<file path="config.mk">
export PLATFORM = sky130hd
export DESIGN_NAME = sidfm_regs
export DESIGN_NICKNAME = d
export VERILOG_FILES = /design/src/sidfm_regs.v /design/src/sidfm_tick_div.v /design/src/sidfm_tick_cnt.v
export VERILOG_INCLUDE_DIRS = /design/src /design/src/src
export SDC_FILE = /design/constraint.sdc
export NUM_CORES = 1
export LEC_CHECK = 0
export ABC_AREA = 1
export BUFFER_PORTS_ARGS = -buffer_cell sky130_fd_sc_hd__buf_2
export CAP_MARGIN = 20
export CORE_UTILIZATION = 59
export DETAILED_ROUTE_END_ITERATION = 10
export HOLD_SLACK_MARGIN = 0.03
export PLACE_DENSITY_LB_ADDON = 0.05
export SLEW_MARGIN = 20
export SYNTH_ARGS = -nofsm -noshare
export SYNTH_HDL_FRONTEND = slang
export SYNTH_SLANG_ARGS = --single-unit
</file>
<file path="constraint.sdc">
create_clock -name sys_clk_i -period 2.35 [get_ports sys_clk_i]
set_clock_uncertainty 0.1 [all_clocks]
set_input_delay 0.3525 -clock sys_clk_i [delete_from_list [all_inputs] [get_ports sys_clk_i]]
set_output_delay 0.3525 -clock sys_clk_i [all_outputs]
set_load 0.1 [all_outputs]
</file>
<file path="src/sidfm_map.vh">
`ifndef SIDFM_MAP_VH
`define SIDFM_MAP_VH

// ----------------------------------------
// Register addresses (5-bit)
// ----------------------------------------
`define SIDFM_ADDR_STATUS 5'h16
`define SIDFM_ADDR_DIE_ID 5'h17
`define SIDFM_ADDR_TICK 5'h18
`define SIDFM_ADDR_VARIANT 5'h1c

// ----------------------------------------
// Field positions of the 22-bit readback word
// ----------------------------------------
`define SIDFM_ALARM_BIT 21
`define SIDFM_ADDR_HI 20
`define SIDFM_ADDR_LO 16
`define SIDFM_BUSY_BIT 17
`define SIDFM_CH_HI 16
`define SIDFM_CH_LO 12
`define SIDFM_DATA_HI 11
`define SIDFM_DATA_LO 0

// ----------------------------------------
// Reset values and timing
// ----------------------------------------
`define SIDFM_STATUS_RESET 22'h160000
`define SIDFM_TICK_RESET 22'h180000
`define SIDFM_CHECK_EN_RESET 1'b1
`define SIDFM_MCLK_HZ 100000000
`define SIDFM_TICK_HZ 1000
`define SIDFM_TICK_DIV 10000

`endif

</file>
<file path="src/sidfm_regs.v">
`include "sidfm_map.vh"

// Notes on behaviour
// - status bit 17 high during conversion
// - status bits 16:12 hold channel index
// - status bits 11:0 hold that channel's result
// - bit 21 mirrors alarm pin level in all words but the variant word
// - identity bits 7:0 give die revision
// - master clock divided by ten thousand
// - each tick advances wrapping 16-bit counter
// - tick counter readable in bits 15:0
// - monitor enabled after reset, bit controllable
// - variant word bit 21 is inverted alarm
// - status address 0x16, reset image 0x160000
module sidfm_regs #(
    parameter TICK_DIV = `SIDFM_TICK_DIV,
    parameter [7:0] DIE_REVISION = 8'h5a, // arbitrary value
    parameter [2:0] VARIANT_CODE = 3'h5 // arbitrary value
) (
    input wire sys_clk_i,
    input wire nrst_i,
    input wire [4:0] rd_addr_i,
    input wire alarm_pin_i,
    input wire conv_busy_i,
    input wire result_valid_i,
    input wire [4:0] converted_channel_index_i,
    input wire [11:0] conv_result_i,
    input wire oscillator_check_enable_i,
    output reg [21:0] rd_data_o,
    output reg [15:0] oscillator_tick_count_o
);
    reg [4:0] converted_channel_index;
    reg [11:0] conv_result;
    reg conv_busy;
    wire tick;
    wire [15:0] tick_count;
    reg [21:0] next_rd_data;

    // ----------------------------------------
    // Header of every readback word
    // ----------------------------------------
    function [21:0] sidfm_head;
        input [4:0] addr;
        input alarm;
        begin
            sidfm_head = 22'h000000;
            sidfm_head[`SIDFM_ALARM_BIT] = alarm;
            sidfm_head[`SIDFM_ADDR_HI:`SIDFM_ADDR_LO] = addr;
        end
    endfunction

    // ----------------------------------------
    // Conversion capture
    // ----------------------------------------
    // Channel and result load together so they never disagree
    always @(posedge sys_clk_i or negedge nrst_i) begin
        if (!nrst_i) begin
            converted_channel_index <= 5'h00;
            conv_result <= 12'h000;
            conv_busy <= 1'b0;
        end else begin
            conv_busy <= conv_busy_i;
            if (result_valid_i) begin
                converted_channel_index <= converted_channel_index_i;
                conv_result <= conv_result_i;
            end
        end
    end

    // ----------------------------------------
    // Frequency monitor
    // ----------------------------------------
    // Enable comes from setup register, resetting high outside this block
    sidfm_tick_div #(
        .DIV(TICK_DIV)
    ) u_div (
        .sys_clk_i(sys_clk_i),
        .nrst_i(nrst_i),
        .enable_i(oscillator_check_enable_i),
        .tick_o(tick)
    );

    sidfm_tick_cnt #(
        .WIDTH(16)
    ) u_cnt (
        .sys_clk_i(sys_clk_i),
        .nrst_i(nrst_i),
        .tick_i(tick),
        .count_o(tick_count)
    );

    // ----------------------------------------
    // Readback multiplexer
    // ----------------------------------------
    // Unmapped addresses return the header only; reserved bits are zero
    always @* begin
        next_rd_data = sidfm_head(rd_addr_i, alarm_pin_i);
        case (rd_addr_i)
            `SIDFM_ADDR_STATUS: begin
                next_rd_data[`SIDFM_BUSY_BIT] = conv_busy;
                next_rd_data[`SIDFM_CH_HI:`SIDFM_CH_LO] = converted_channel_index;
                next_rd_data[`SIDFM_DATA_HI:`SIDFM_DATA_LO] = conv_result;
            end
            `SIDFM_ADDR_DIE_ID: begin
                next_rd_data[7:0] = DIE_REVISION;
            end
            `SIDFM_ADDR_TICK: begin
                next_rd_data[15:0] = tick_count;
            end
            `SIDFM_ADDR_VARIANT: begin
                next_rd_data[`SIDFM_ALARM_BIT] = ~alarm_pin_i;
                next_rd_data[2:0] = VARIANT_CODE;
            end
            default: begin
                next_rd_data = sidfm_head(rd_addr_i, alarm_pin_i);
            end
        endcase
    end

    // ----------------------------------------
    // Registered outputs
    // ----------------------------------------
    // Reset image is the header alone for the status address, so bit 17 (busy) reads high
    always @(posedge sys_clk_i or negedge nrst_i) begin
        if (!nrst_i) begin
            rd_data_o <= `SIDFM_STATUS_RESET;
            oscillator_tick_count_o <= 16'h0000;
        end else begin
            rd_data_o <= next_rd_data;
            oscillator_tick_count_o <= tick_count;
        end
    end
endmodule

</file>
<file path="src/sidfm_tick_div.v">
`include "sidfm_map.vh"

// Divider that makes one single-cycle tick every DIV clocks
module sidfm_tick_div #(
    parameter DIV = `SIDFM_TICK_DIV
) (
    input wire sys_clk_i,
    input wire nrst_i,
    input wire enable_i,
    output reg tick_o
);
    reg [15:0] count;

    // ----------------------------------------
    // Prescaler
    // ----------------------------------------
    // Count held at zero while disabled so a restart gives a full period
    always @(posedge sys_clk_i or negedge nrst_i) begin
        if (!nrst_i) begin
            count <= 16'h0000;
            tick_o <= 1'b0;
        end else if (!enable_i) begin
            count <= 16'h0000;
            tick_o <= 1'b0;
        end else if (count == DIV[15:0] - 16'h0001) begin
            count <= 16'h0000;
            tick_o <= 1'b1;
        end else begin
            count <= count + 16'h0001;
            tick_o <= 1'b0;
        end
    end
endmodule

</file>
<file path="src/sidfm_tick_cnt.v">
// Sixteen-bit wrapping counter advanced by each tick
module sidfm_tick_cnt #(
    parameter WIDTH = 16
) (
    input wire sys_clk_i,
    input wire nrst_i,
    input wire tick_i,
    output reg [WIDTH-1:0] count_o
);
    // ----------------------------------------
    // Counter
    // ----------------------------------------
    // Natural wrap; host works out rate from differences
    always @(posedge sys_clk_i or negedge nrst_i) begin
        if (!nrst_i) begin
            count_o <= {WIDTH{1'b0}};
        end else if (tick_i) begin
            count_o <= count_o + {{(WIDTH-1){1'b0}}, 1'b1};
        end
    end
endmodule

</file>
* After elaboration in Yosys (flattened, before gate mapping)
Index checks and enable logic that the tools add are counted.
** Storage, ports and cells
- Flip-flop bits (word level) :: 89
- Word-level logic and storage cells :: 25
** Cells by class
- Add/sub/neg operators :: 2
- Equality and inequality tests :: 5
- Mux-type cells :: 9
- Bitwise logic cells :: 1
** Operator list (number)
- 16-bit by 1-bit adder with 16-bit output (second input constant) :: 2
- 16-bit two-way mux :: 2
- 5-bit == test (second input constant) :: 4
- 16-bit by 14-bit == test with 1-bit output (second input constant) :: 1
- 8-bit case mux with 2 select lines :: 1
- 5-bit case mux with 3 select lines :: 1
- 3-bit case mux with 4 select lines :: 1
- 1-bit two-way mux :: 3
- 2-bit two-way mux :: 1
- 1-bit inverter :: 1

* Logic depth before layout (Yosys ltp)
Gate-level depths: netlist of run 1.
- Depth in word-level cells :: 3
- Depth in mapped cells :: 8
- Depth with buffers taken out :: 8

* By module
A second synthesis of run 1 with hierarchy kept.
** Unflattened totals
- Cells, all modules :: 373
- Area, all modules :: 3821.2 um^2
** Modules (own cells, without submodules)
- sidfm_regs :: instances 1, cells an instance 156, area an instance 2075.7 um^2, sequential area each 1405.1 um^2
- sidfm_tick_div :: instances 1, cells an instance 120, area an instance 932.1 um^2, sequential area each 425.4 um^2
- sidfm_tick_cnt :: instances 1, cells an instance 97, area an instance 813.3 um^2, sequential area each 400.4 um^2

* Least setup slack after synthesis of run 1
Ideal clock, no wire load.
- Kind :: reg-to-reg
- From :: register u_div.count[0]
- To :: register u_div.count[8]
- Library setup time :: 118 ps
- Data arrival time :: 1140 ps
- Data required time :: 2132 ps
- Slack :: 992 ps
- Stages on the path, launching flop included :: 7
- Buffers on the path :: 0
- Cell sequence :: dfrtp_1 -> ha_1 -> nand3_1 -> nor2_1 -> nand2_1 -> nand2_2 -> nor2_1
** Between the ends
- Longest elaborated chain between the ends :: 3
- Elaborated cells between the ends (all ways) :: 4
- Classes of those cells :: add/sub: 1; eq/ne: 1; mux: 2
** RTL lines
- from (decl) :: RTL line sidfm_tick_div.v:12 : reg [15:0] count;
- from (signal assigned) :: RTL line sidfm_tick_div.v:29 : count <= count + 16'h0001;
- 16-bit by 1-bit adder with 16-bit output or 16-bit by 14-bit == test with 1-bit output (tied branches) :: RTL line sidfm_tick_div.v:29, sidfm_tick_div.v:25
- 16-bit two-way mux * :: RTL line sidfm_tick_div.v:25 : end else if (count == DIV[15:0] - 16'h0001) begin
- 16-bit two-way mux * :: RTL line sidfm_tick_div.v:22 : end else if (!enable_i) begin
Every way passes the cells marked *; elsewhere a longest branch is shown, timed or not.
A chain may end at the register's enable or synchronous reset.

* Worst setup path in the final report of run 1
- From :: register rd_data_o[18]
- To :: output rd_data_o[18]
** RTL lines
- from (decl) :: RTL line sidfm_regs.v:29 : output reg [21:0] rd_data_o,
- from (signal assigned) :: RTL line sidfm_regs.v:126 : rd_data_o <= `SIDFM_STATUS_RESET;
- from (signal assigned) :: RTL line sidfm_regs.v:129 : rd_data_o <= next_rd_data;
No word-level cell between the ends.

==> impl_metrics.py, run 1 <==
metrics = {
    "timing": {
        "relSlewSlack": 0.660,
        "slew_viol_final": 0,
        "tightest_slew_ns": 0.510,
        "finalWorstPathRequiredPeriod_ns": 1.75,
        "fin_crit_sh": 0.746,
        "max_freq_mhz": 571,
        "rsz0062_at_grt": "no",
        "worst_slack_ns": 0.597,
        "finalHoldViolCount": 0,
        "setup_viol": 0,
        "tns_ns": 0,
    },
    "placement": {
        "dpl-instance-area_mm2": 0.00416,
        "numPortBuffers": 65,
        "place_hpwl_um": 5200,
        "gp_congestion": 0.887,
        "post-place-cells": 532,
        "place_ws_ns": 0.809,
    },
    "power_and_ir_drop": {
        "power_uw": 2980,
        "p_per_area_mw_per_mm2": 677,
        "p_leak_uw": 0.00228,
        "ir_drop_mv": 0.459,
    },
    "critical_path": {
        "r2r_slack_ns": 0.79,
        "cp-end-kind": "output pin",
        "crit_fanout": 1,
        "critical_path.top_delay_family": "flip-flops",
        "reg2reg_depth": 6,
        "timing.rr.start": "u_div.count[0]",
        "cp_slowest_cell": "dfstp_2",
        "critical-path-max-stage-delay_ns": 0.53,
        "worst-path-buf-inv": 1,
        "r2r_end": "u_div.count[3]",
        "crit_arrival_ns": 1.30,
        "critPathRequiredTime_ns": 1.90,
        "path_class": "register to output pin",
        "worst_setup_path_start_kind": "register",
        "crit_chain": "buf_2",
    },
    "route": {
        "drc_errors": 0,
        "wl_per_cell_um": 13.0,
        "drtPass1Iterations": 4,
        "drt_iter0_markers": 137,
        "vias_per_cell": 4.98,
        "drtAntennaViolNets": 0,
        "routed_wl_um": 7190,
        "via_count": 2743,
    },
    "synthesis": {
        "synth_top_family_by_area": "simple AND/OR/NAND/NOR gates",
        "ys_seq_area_frac": 0.596,
        "avgSynthCellArea_um2": 9.47,
        "yosysTopAreaCell": "dfrtp_1",
        "synth_xor_area_frac": 0.0351,
        "synth_compound_area_frac": 0.0766,
        "synthesis.nets": 425,
        "synth_cell_types": 30,
        "synth_top_area_share": 0.575,
        "synth_seq_cells": 89,
        "syn_area_mm2": 0.00374,
        "yosys_warnings": 0,
        "synthesis.instances": 395,
        "synthTopCellsByArea": "dfrtp_1 58%, nand2_1 9.2%, nor2_1 5.4%",
        "synthSimpleGateAreaFrac": 0.221,
        "synthAdderAreaFrac": 0.00669,
        "muxShareOfSynthArea": 0,
    },
    "cts": {
        "htreeDepth": 3,
        "clock_path_buffers": 2,
        "cts-root-buf": "clkbuf_8",
        "clock_latency_ns": 0.35,
        "numClockSinks": 89,
        "cts_tree": "built",
        "path_clk_slew_ns": 0.09,
        "numCtsBuffers": 9,
    },
    "final_layout": {
        "final_nets": 501,
        "instances_no_fill": 551,
        "drive_above_1_share": 0.229,
        "final_common_cell": "nand2_1",
        "final_cell_mix": "92 x nand2_1, 86 x dfrtp_1, 64 x buf_2, 54 x nor2_1, 52 x inv_1",
        "fin_area_mm2": 0.00441,
        "diodes": 0,
        "area.growth.synth_to_final_pct": 17.9,
    },
    "floorplan": {
        "die_area_mm2": 0.00666,
        "die_h_um": 81.6,
        "core-area_mm2": 0.00603,
        "ios": 66,
        "row_count": 28,
        "start_util": 0.621,
        "die_width_um": 81.6,
    },
    "grt": {
        "grtUsageTotal": 0.243,
        "grt_pass1_wl_um": 11900,
        "grt_pass1_vias": 2637,
        "grt_antenna_before_repair": 0,
        "grt-ovfl-total": 0,
        "grt_start_max_net_pins": 40,
    },
    "outcome": {
        "status": "finished, final reports clean",
    },
    "worst_hold_path": {
        "min_path_cells": 1,
        "holdCritStartpoint": "rd_addr_i[2]",
        "hold_class": "input port to register",
        "hold_path_end": "rd_data_o[18]",
    },
    "flow_run": {
        "maxCapViolations": 0,
    },
}
-- how the worst max path moves through the flow --
stage	startpoint	to	slack (ns)	cells after the start
2_1_floorplan	u_div.count[0]	u_div.count[8]	0.99	6
3_3_place_gp	u_div.count[0]	u_div.count[8]	0.87	6
3_5_place_dp	u_div.count[0]	u_div.count[3]	0.81	6
4_1_cts	rd_data_o[18]	rd_data_o[18]	0.59	1
5_1_grt	rd_data_o[18]	rd_data_o[18]	0.57	1
6_report	rd_data_o[18]	rd_data_o[18]	0.60	1
-- per-stage QoR --
stage	util	hold slack, ns
2_1_floorplan	-	-0.0431
4_1_cts	0.732	0.0364
6_report	0.732	0.0464
3_3_place_gp	0.690	0.200
3_5_place_dp	0.690	0.201
5_1_grt	0.732	0.0313
-- cells in the mapped netlist (all sizes together) --
master and number:
clkbuf 3, o21ai 24, a21oi 1, o22ai 7, a31oi 1, nor2 59
inv 54, nand3 16, o211ai 6, ha 2, clkinv 1, buf 2
dfstp 3, nor3 4, nand4 12, xnor2 4, dfrtp 86, o21bai 1
nand2 98, xor2 11
-- kinds of logic after synthesis --
| logic type | after synthesis |
|---|---|
| compound gates | 40 |
| xor+xnor | 15 |
| fa+ha+maj | 2 |
| buf+inv | 60 |
| flops | 89 |
| simple gates | 189 |
-- flip-flops by register name (all words and copies together), names as in the netlist --
register                 cells
converted_channel_index      5
u_div.count                 16
oscillator_tick_count_o     16
rd_data_o                   22
conv_busy                    1
u_div.tick_o                 1
conv_result                 12
u_cnt.count_o               16
-- what timing repair did --
| item | 4_1_cts | 5_1_grt |
|---|---|---|
| hold buffers | 3 | 0 |
| resized for setup | 0 | 0 |
| endpoints found under the setup margin | 0 | 0 |
| endpoints found under the hold margin | 31 | 0 |
| setup buffers | 0 | 0 |
-- layout make-up --
cell class / count / area (µm²)
flip-flops and latches: 89 / 2230
fillers: 473 / 1620
multi-input cells: 246 / 1270
repair buffers: 70 / 385
inverters: 55 / 209
clock buffers: 12 / 145
well taps: 75 / 93.8
clock inverters: 4 / 73.8
-- metal layers --
metal / vias up / part of all wire / global-route usage
li1: 1392 / - / -
met1: 1274 / 0.47 / 0.333
met2: 64 / 0.46 / 0.382
met3: 13 / 0.052 / 0.0422
met4: 0 / 0.016 / 0.105
met5: - / 0 / 0
-- power by group --
group | switching [µW] | internal, µW
clock | 523 | 632
sequential | 15.9 | 1570
combinational | 182 | 56.7
total | 721 | 2260
Note: power is estimated with default switching activity, not from simulation.
==> run 2, diff against run 1 <==
CORE_UTILIZATION = 50   (was 59)
clock period = 1.41 ns   (was 2.35 ns; I/O delays follow)
==> impl_metrics.py, run 2 (synthesis gave the netlist of run 1 again) <==
metrics = {
    "power_and_ir_drop": {
        "ir_drop_mv": 0.493,
        "p_leak_uw": 0.00247,
        "power_uw": 5220,
        "p_per_area_mw_per_mm2": 1040,
    },
    "cts": {
        "htreeDepth": 3,
        "path_clk_slew_ns": 0.09,
        "numCtsBuffers": 9,
        "cts_tree": "built",
        "cts-root-buf": "clkbuf_8",
        "numClockSinks": 89,
        "clock_path_buffers": 2,
        "clock_latency_ns": 0.35,
    },
    "final_layout": {
        "multiInputGateArea_mm2": 0.00133,
        "seqCellArea_mm2": 0.00224,
        "diodes": 0,
        "instances_no_fill": 609,
        "drive_above_1_share": 0.278,
        "fin_area_mm2": 0.00501,
        "final_common_cell": "nand2_1",
        "largest_reg_flops": 22,
        "n_fill_cell": 542,
        "final_nets": 535,
        "largest_register": "rd_data_o",
        "final_cell_mix": "87 x nand2_1, 80 x dfrtp_1, 51 x inv_1, 51 x nor2_1, 39 x buf_4",
        "area.growth.synth_to_final_pct": 33.8,
    },
    "critical_path": {
        "timing.rr.start": "u_div.count[1]",
        "crit_chain": "buf_12",
        "crit_fanout": 1,
        "worstSetupStartpoint": "rd_data_o[20]",
        "critical-path-max-stage-delay_ns": 0.56,
        "worst-path-buf-inv": 1,
        "path_class": "register to output pin",
        "crit_arrival_ns": 1.08,
        "critPathRequiredTime_ns": 1.10,
        "worst_setup_path_start_kind": "register",
        "critical_path.top_delay_family": "flip-flops",
        "cp-end-kind": "output pin",
        "cp_slowest_cell": "dfstp_2",
    },
    "floorplan": {
        "row_count": 31,
        "die_h_um": 88.5,
        "die_area_mm2": 0.00783,
        "core-area_mm2": 0.00725,
        "ios": 66,
        "start_util": 0.516,
        "die_width_um": 88.5,
    },
    "route": {
        "via_count": 2951,
        "wl_met3_um": 290,
        "drt_iter0_markers": 95,
        "vias_per_cell": 4.85,
        "drc_errors": 0,
        "top_layer": "met4",
        "routed_wl_um": 8310,
        "wl_met1_um": 3970,
        "drtAntennaViolNets": 0,
        "wl_per_cell_um": 13.7,
        "drtPass1Iterations": 4,
        "wl_met2_um": 3930,
    },
    "grt": {
        "grt_antenna_before_repair": 0,
        "grt_start_max_net_pins": 37,
        "grt-ovfl-total": 0,
        "grt_pass1_wl_um": 13200,
        "grtUsageTotal": 0.226,
        "grt_pass1_vias": 2848,
    },
    "timing": {
        "slew_viol_final": 0,
        "worst_slack_ns": 0.0176,
        "finalWorstPathRequiredPeriod_ns": 1.39,
        "relSlewSlack": 0.740,
        "fin_crit_sh": 0.988,
        "finalHoldViolCount": 0,
        "hold_ws_ns": 0.0500,
        "max_freq_mhz": 718,
        "rsz0062_at_grt": "yes",
        "setup_viol": 0,
        "tightest_slew_ns": 0.390,
    },
    "placement": {
        "dpl-instance-area_mm2": 0.00435,
        "numPortBuffers": 65,
        "post-place-cells": 566,
        "place_ws_ns": 0.0445,
        "gp_congestion": 0.898,
        "place_hpwl_um": 5490,
    },
    "worst_hold_path": {
        "holdCritStartpoint": "oscillator_check_enable_i",
        "hold_class": "input port to register",
    },
    "outcome": {
        "status": "finished, final reports clean",
    },
    "flow_run": {
        "maxCapViolations": 0,
    },
}
-- run 2: layout make-up --
class | instances | share of cell area
sequential | 89 | 0.447
multi-input combinational | 246 | 0.265
timing repair buffer | 104 | 0.173
inverter | 55 | 0.0417
clock buffer | 9 | 0.0247
tap | 99 | 0.0247
clock inverter | 7 | 0.0232
-- run 2: what timing repair did --
item / 4_1_cts / 5_1_grt
cloned: 0 / 1
hold buffers: 24 / 0
endpoints found under the hold margin: 68 / 0
setup buffers: 0 / 3
pin swaps: 0 / 4
resized for setup: 27 / 30
endpoints found under the setup margin: 27 / 44
-- run 2: final timing paths --
kind                                               end  slack [ns]  cells after the start
setup reg to reg                        u_div.count[8]        0.09                      6
max in group asynchronous             u_cnt.count_o[7]        0.47                      3
setup / recovery                         rd_data_o[20]        0.02                      1
hold reg to reg            oscillator_tick_count_o[15]        0.31                      0
hold / removal                         u_div.count[13]        0.05                      3
min in group asynchronous                rd_data_o[19]        0.22                      2
-- run 2: stage by stage --
| step | util | TNS (ns) |
|---|---|---|
| 2_1_floorplan | - | 0 |
| 3_3_place_gp | 0.600 | 0 |
| 3_5_place_dp | 0.600 | 0 |
| 4_1_cts | 0.675 | 0 |
| 5_1_grt | 0.690 | -0.162 |
| 6_report | 0.690 | 0 |
-- run 2: where the power goes --
part / switching (µW) / internal [µW]
Sequential: 26.5 / 2620
Clock: 889 / 1180
Combinational: 327 / 173
-- run 2: worst reg2reg max path, stage by stage, from the launching register on --
cell and delay (ns):
dfrtp_1 0.37, ha_1 0.17, nand3_1 0.15, nor2_2 0.16, nand2_2 0.10, nand2_2 0.11
nor2_1 0.06
-- run 2: metal layers --
layer  up-vias  track usage
met1      1405        0.314
met2        78        0.367
li1       1460            -
met4         0       0.0748
met3         8       0.0317
met5         -            0
==> run 3, diff against run 2 <==
clock period = 1.1 ns   (was 1.41 ns; I/O delays follow)
==> impl_metrics.py, run 3 (synthesis gave the netlist of run 1 again) <==
metrics = {
    "critical_path": {
        "crit_arrival_ns": 1.09,
        "critical-path-max-stage-delay_ns": 0.56,
        "crit_fanout": 1,
        "crit_chain": "buf_12",
        "worst-path-buf-inv": 1,
        "reg2reg_depth": 7,
        "timing.rr.start": "u_div.count[8]",
        "cp_slowest_cell": "dfstp_2",
        "r2r_slack_ns": -0.24,
        "critPathRequiredTime_ns": 0.83,
        "worst_setup_path_start_kind": "register",
        "cp-end-kind": "output pin",
        "r2r_end": "u_div.count[14]",
        "critical_path.top_delay_family": "flip-flops",
        "path_class": "register to output pin",
    },
    "final_layout": {
        "utilization": 0.860,
        "final_cell_mix": "67 x nand2_1, 56 x buf_4, 46 x inv_1, 43 x dfrtp_1, 43 x dfrtp_2",
        "largest_register": "rd_data_o",
        "area.growth.synth_to_final_pct": 66.8,
        "final_common_cell": "nand2_1",
        "drive_above_1_share": 0.519,
        "largest_reg_flops": 22,
        "diodes": 0,
        "final_nets": 595,
        "fin_area_mm2": 0.00624,
        "n_fill_cell": 337,
    },
    "timing": {
        "fin_crit_sh": 1.23,
        "rsz0062_at_grt": "yes",
        "setup_viol": 71,
        "tightest_slew_ns": 0.536,
        "hold_ws_ns": 0.121,
        "finalHoldViolCount": 0,
        "max_freq_mhz": 740,
        "worst_slack_ns": -0.251,
        "finalWorstPathRequiredPeriod_ns": 1.35,
        "slew_viol_final": 0,
        "relSlewSlack": 0.642,
    },
    "cts": {
        "clock_path_buffers": 2,
        "htreeDepth": 3,
        "path_clk_slew_ns": 0.08,
        "clock_latency_ns": 0.36,
        "numClockSinks": 89,
        "cts_tree": "built",
        "cts-root-buf": "clkbuf_8",
        "numCtsBuffers": 9,
    },
    "floorplan": {
        "ios": 66,
        "die_area_mm2": 0.00783,
        "die_width_um": 88.5,
        "core-area_mm2": 0.00725,
        "row_count": 31,
        "die_h_um": 88.5,
        "start_util": 0.516,
    },
    "placement": {
        "gp_congestion": 0.823,
        "numPortBuffers": 65,
        "dpl-instance-area_mm2": 0.00528,
        "place_hpwl_um": 6720,
        "place_ws_ns": -0.240,
    },
    "outcome": {
        "status": "finished with violations",
        "violations": "design-rule violations, negative setup slack",
    },
    "worst_hold_path": {
        "holdCritStartpoint": "rd_addr_i[1]",
        "hold_class": "input port to register",
        "min_path_cells": 4,
        "hold_path_end": "rd_data_o[21]",
    },
    "grt": {
        "met1_usage": 0.359,
        "grt_use_met3": 0.0504,
        "grt_pass1_vias": 3398,
        "grt_start_max_net_pins": 35,
        "grt-ovfl-total": 0,
        "grt_pass1_wl_um": 16100,
        "gr-usage-met2": 0.469,
        "busiest_layer": "met2",
        "grtUsageTotal": 0.280,
        "grt_antenna_before_repair": 0,
    },
    "route": {
        "drtAntennaViolNets": 0,
        "drt_iter0_markers": 189,
        "vias_per_cell": 5.13,
        "wl_per_cell_um": 16.3,
        "drc_errors": 2,
        "routed_wl_um": 10900,
        "drtPass1Iterations": 8,
        "via_count": 3431,
    },
    "power_and_ir_drop": {
        "p_leak_uw": 0.00292,
        "ir_drop_mv": 1.04,
        "p_per_area_mw_per_mm2": 1020,
    },
    "flow_run": {
        "maxCapViolations": 0,
    },
}
==> run 3: how the worst max path moves through the flow <==
stage	end	slack [ns]	from	cells after the start
after floorplan	u_cnt.count_o[10]	-0.18	u_cnt.count_o[0]	6
after global placement	u_cnt.count_o[10]	-0.19	u_cnt.count_o[0]	6
after detailed placement	u_cnt.count_o[10]	-0.24	u_cnt.count_o[0]	6
after CTS	rd_data_o[20]	-0.26	rd_data_o[20]	1
after global routing	u_cnt.count_o[11]	-0.30	u_cnt.count_o[5]	7
final	rd_data_o[18]	-0.25	rd_data_o[18]	1
==> run 3: metrics by stage <==
step / cells / total power, µW / setup TNS (ns)
finish: 669 / 6350 / -10.28
global route: 669 / 6570 / -12.58
CTS: 666 / 6370 / -9.40
detailed placement: 606 / 4120 / -5.27
global placement: 606 / 4100 / -3.45
floorplan: 395 / 3790 / -2.27
==> run 3: power breakdown <==
| group | internal (µW) | switching, µW | total [µW] |
|---|---|---|---|
| registers | 3370 | 52.4 | 3420 |
| logic | 294 | 442 | 736 |
| clock network | 1050 | 1140 | 2190 |
==> run 3: cell type report <==
type                       count  area (µm²)  share of cell area
clock inverter                 5        56.3             0.00902
timing repair buffer         164        1810               0.290
tap                           99         124              0.0198
sequential                    89        2280               0.366
multi-input combinational    246        1630               0.261
clock buffer                  11         131              0.0211
inverter                      55         209              0.0335
==> run 3: timing repair <==
item                                   4_1_cts  5_1_grt
hold buffers                                26        0
resized for setup                           56       47
pin swaps                                   32       32
setup endpoints to repair                   69       72
setup buffers                               19        6
endpoints found under the hold margin      118        0
==> run 3: routing by layer <==
metal  vias up  wire [µm]
met5         -          0
met4         0        275
met3        27        682
met2       141       5450
met1      1684       4500
li1       1579          -
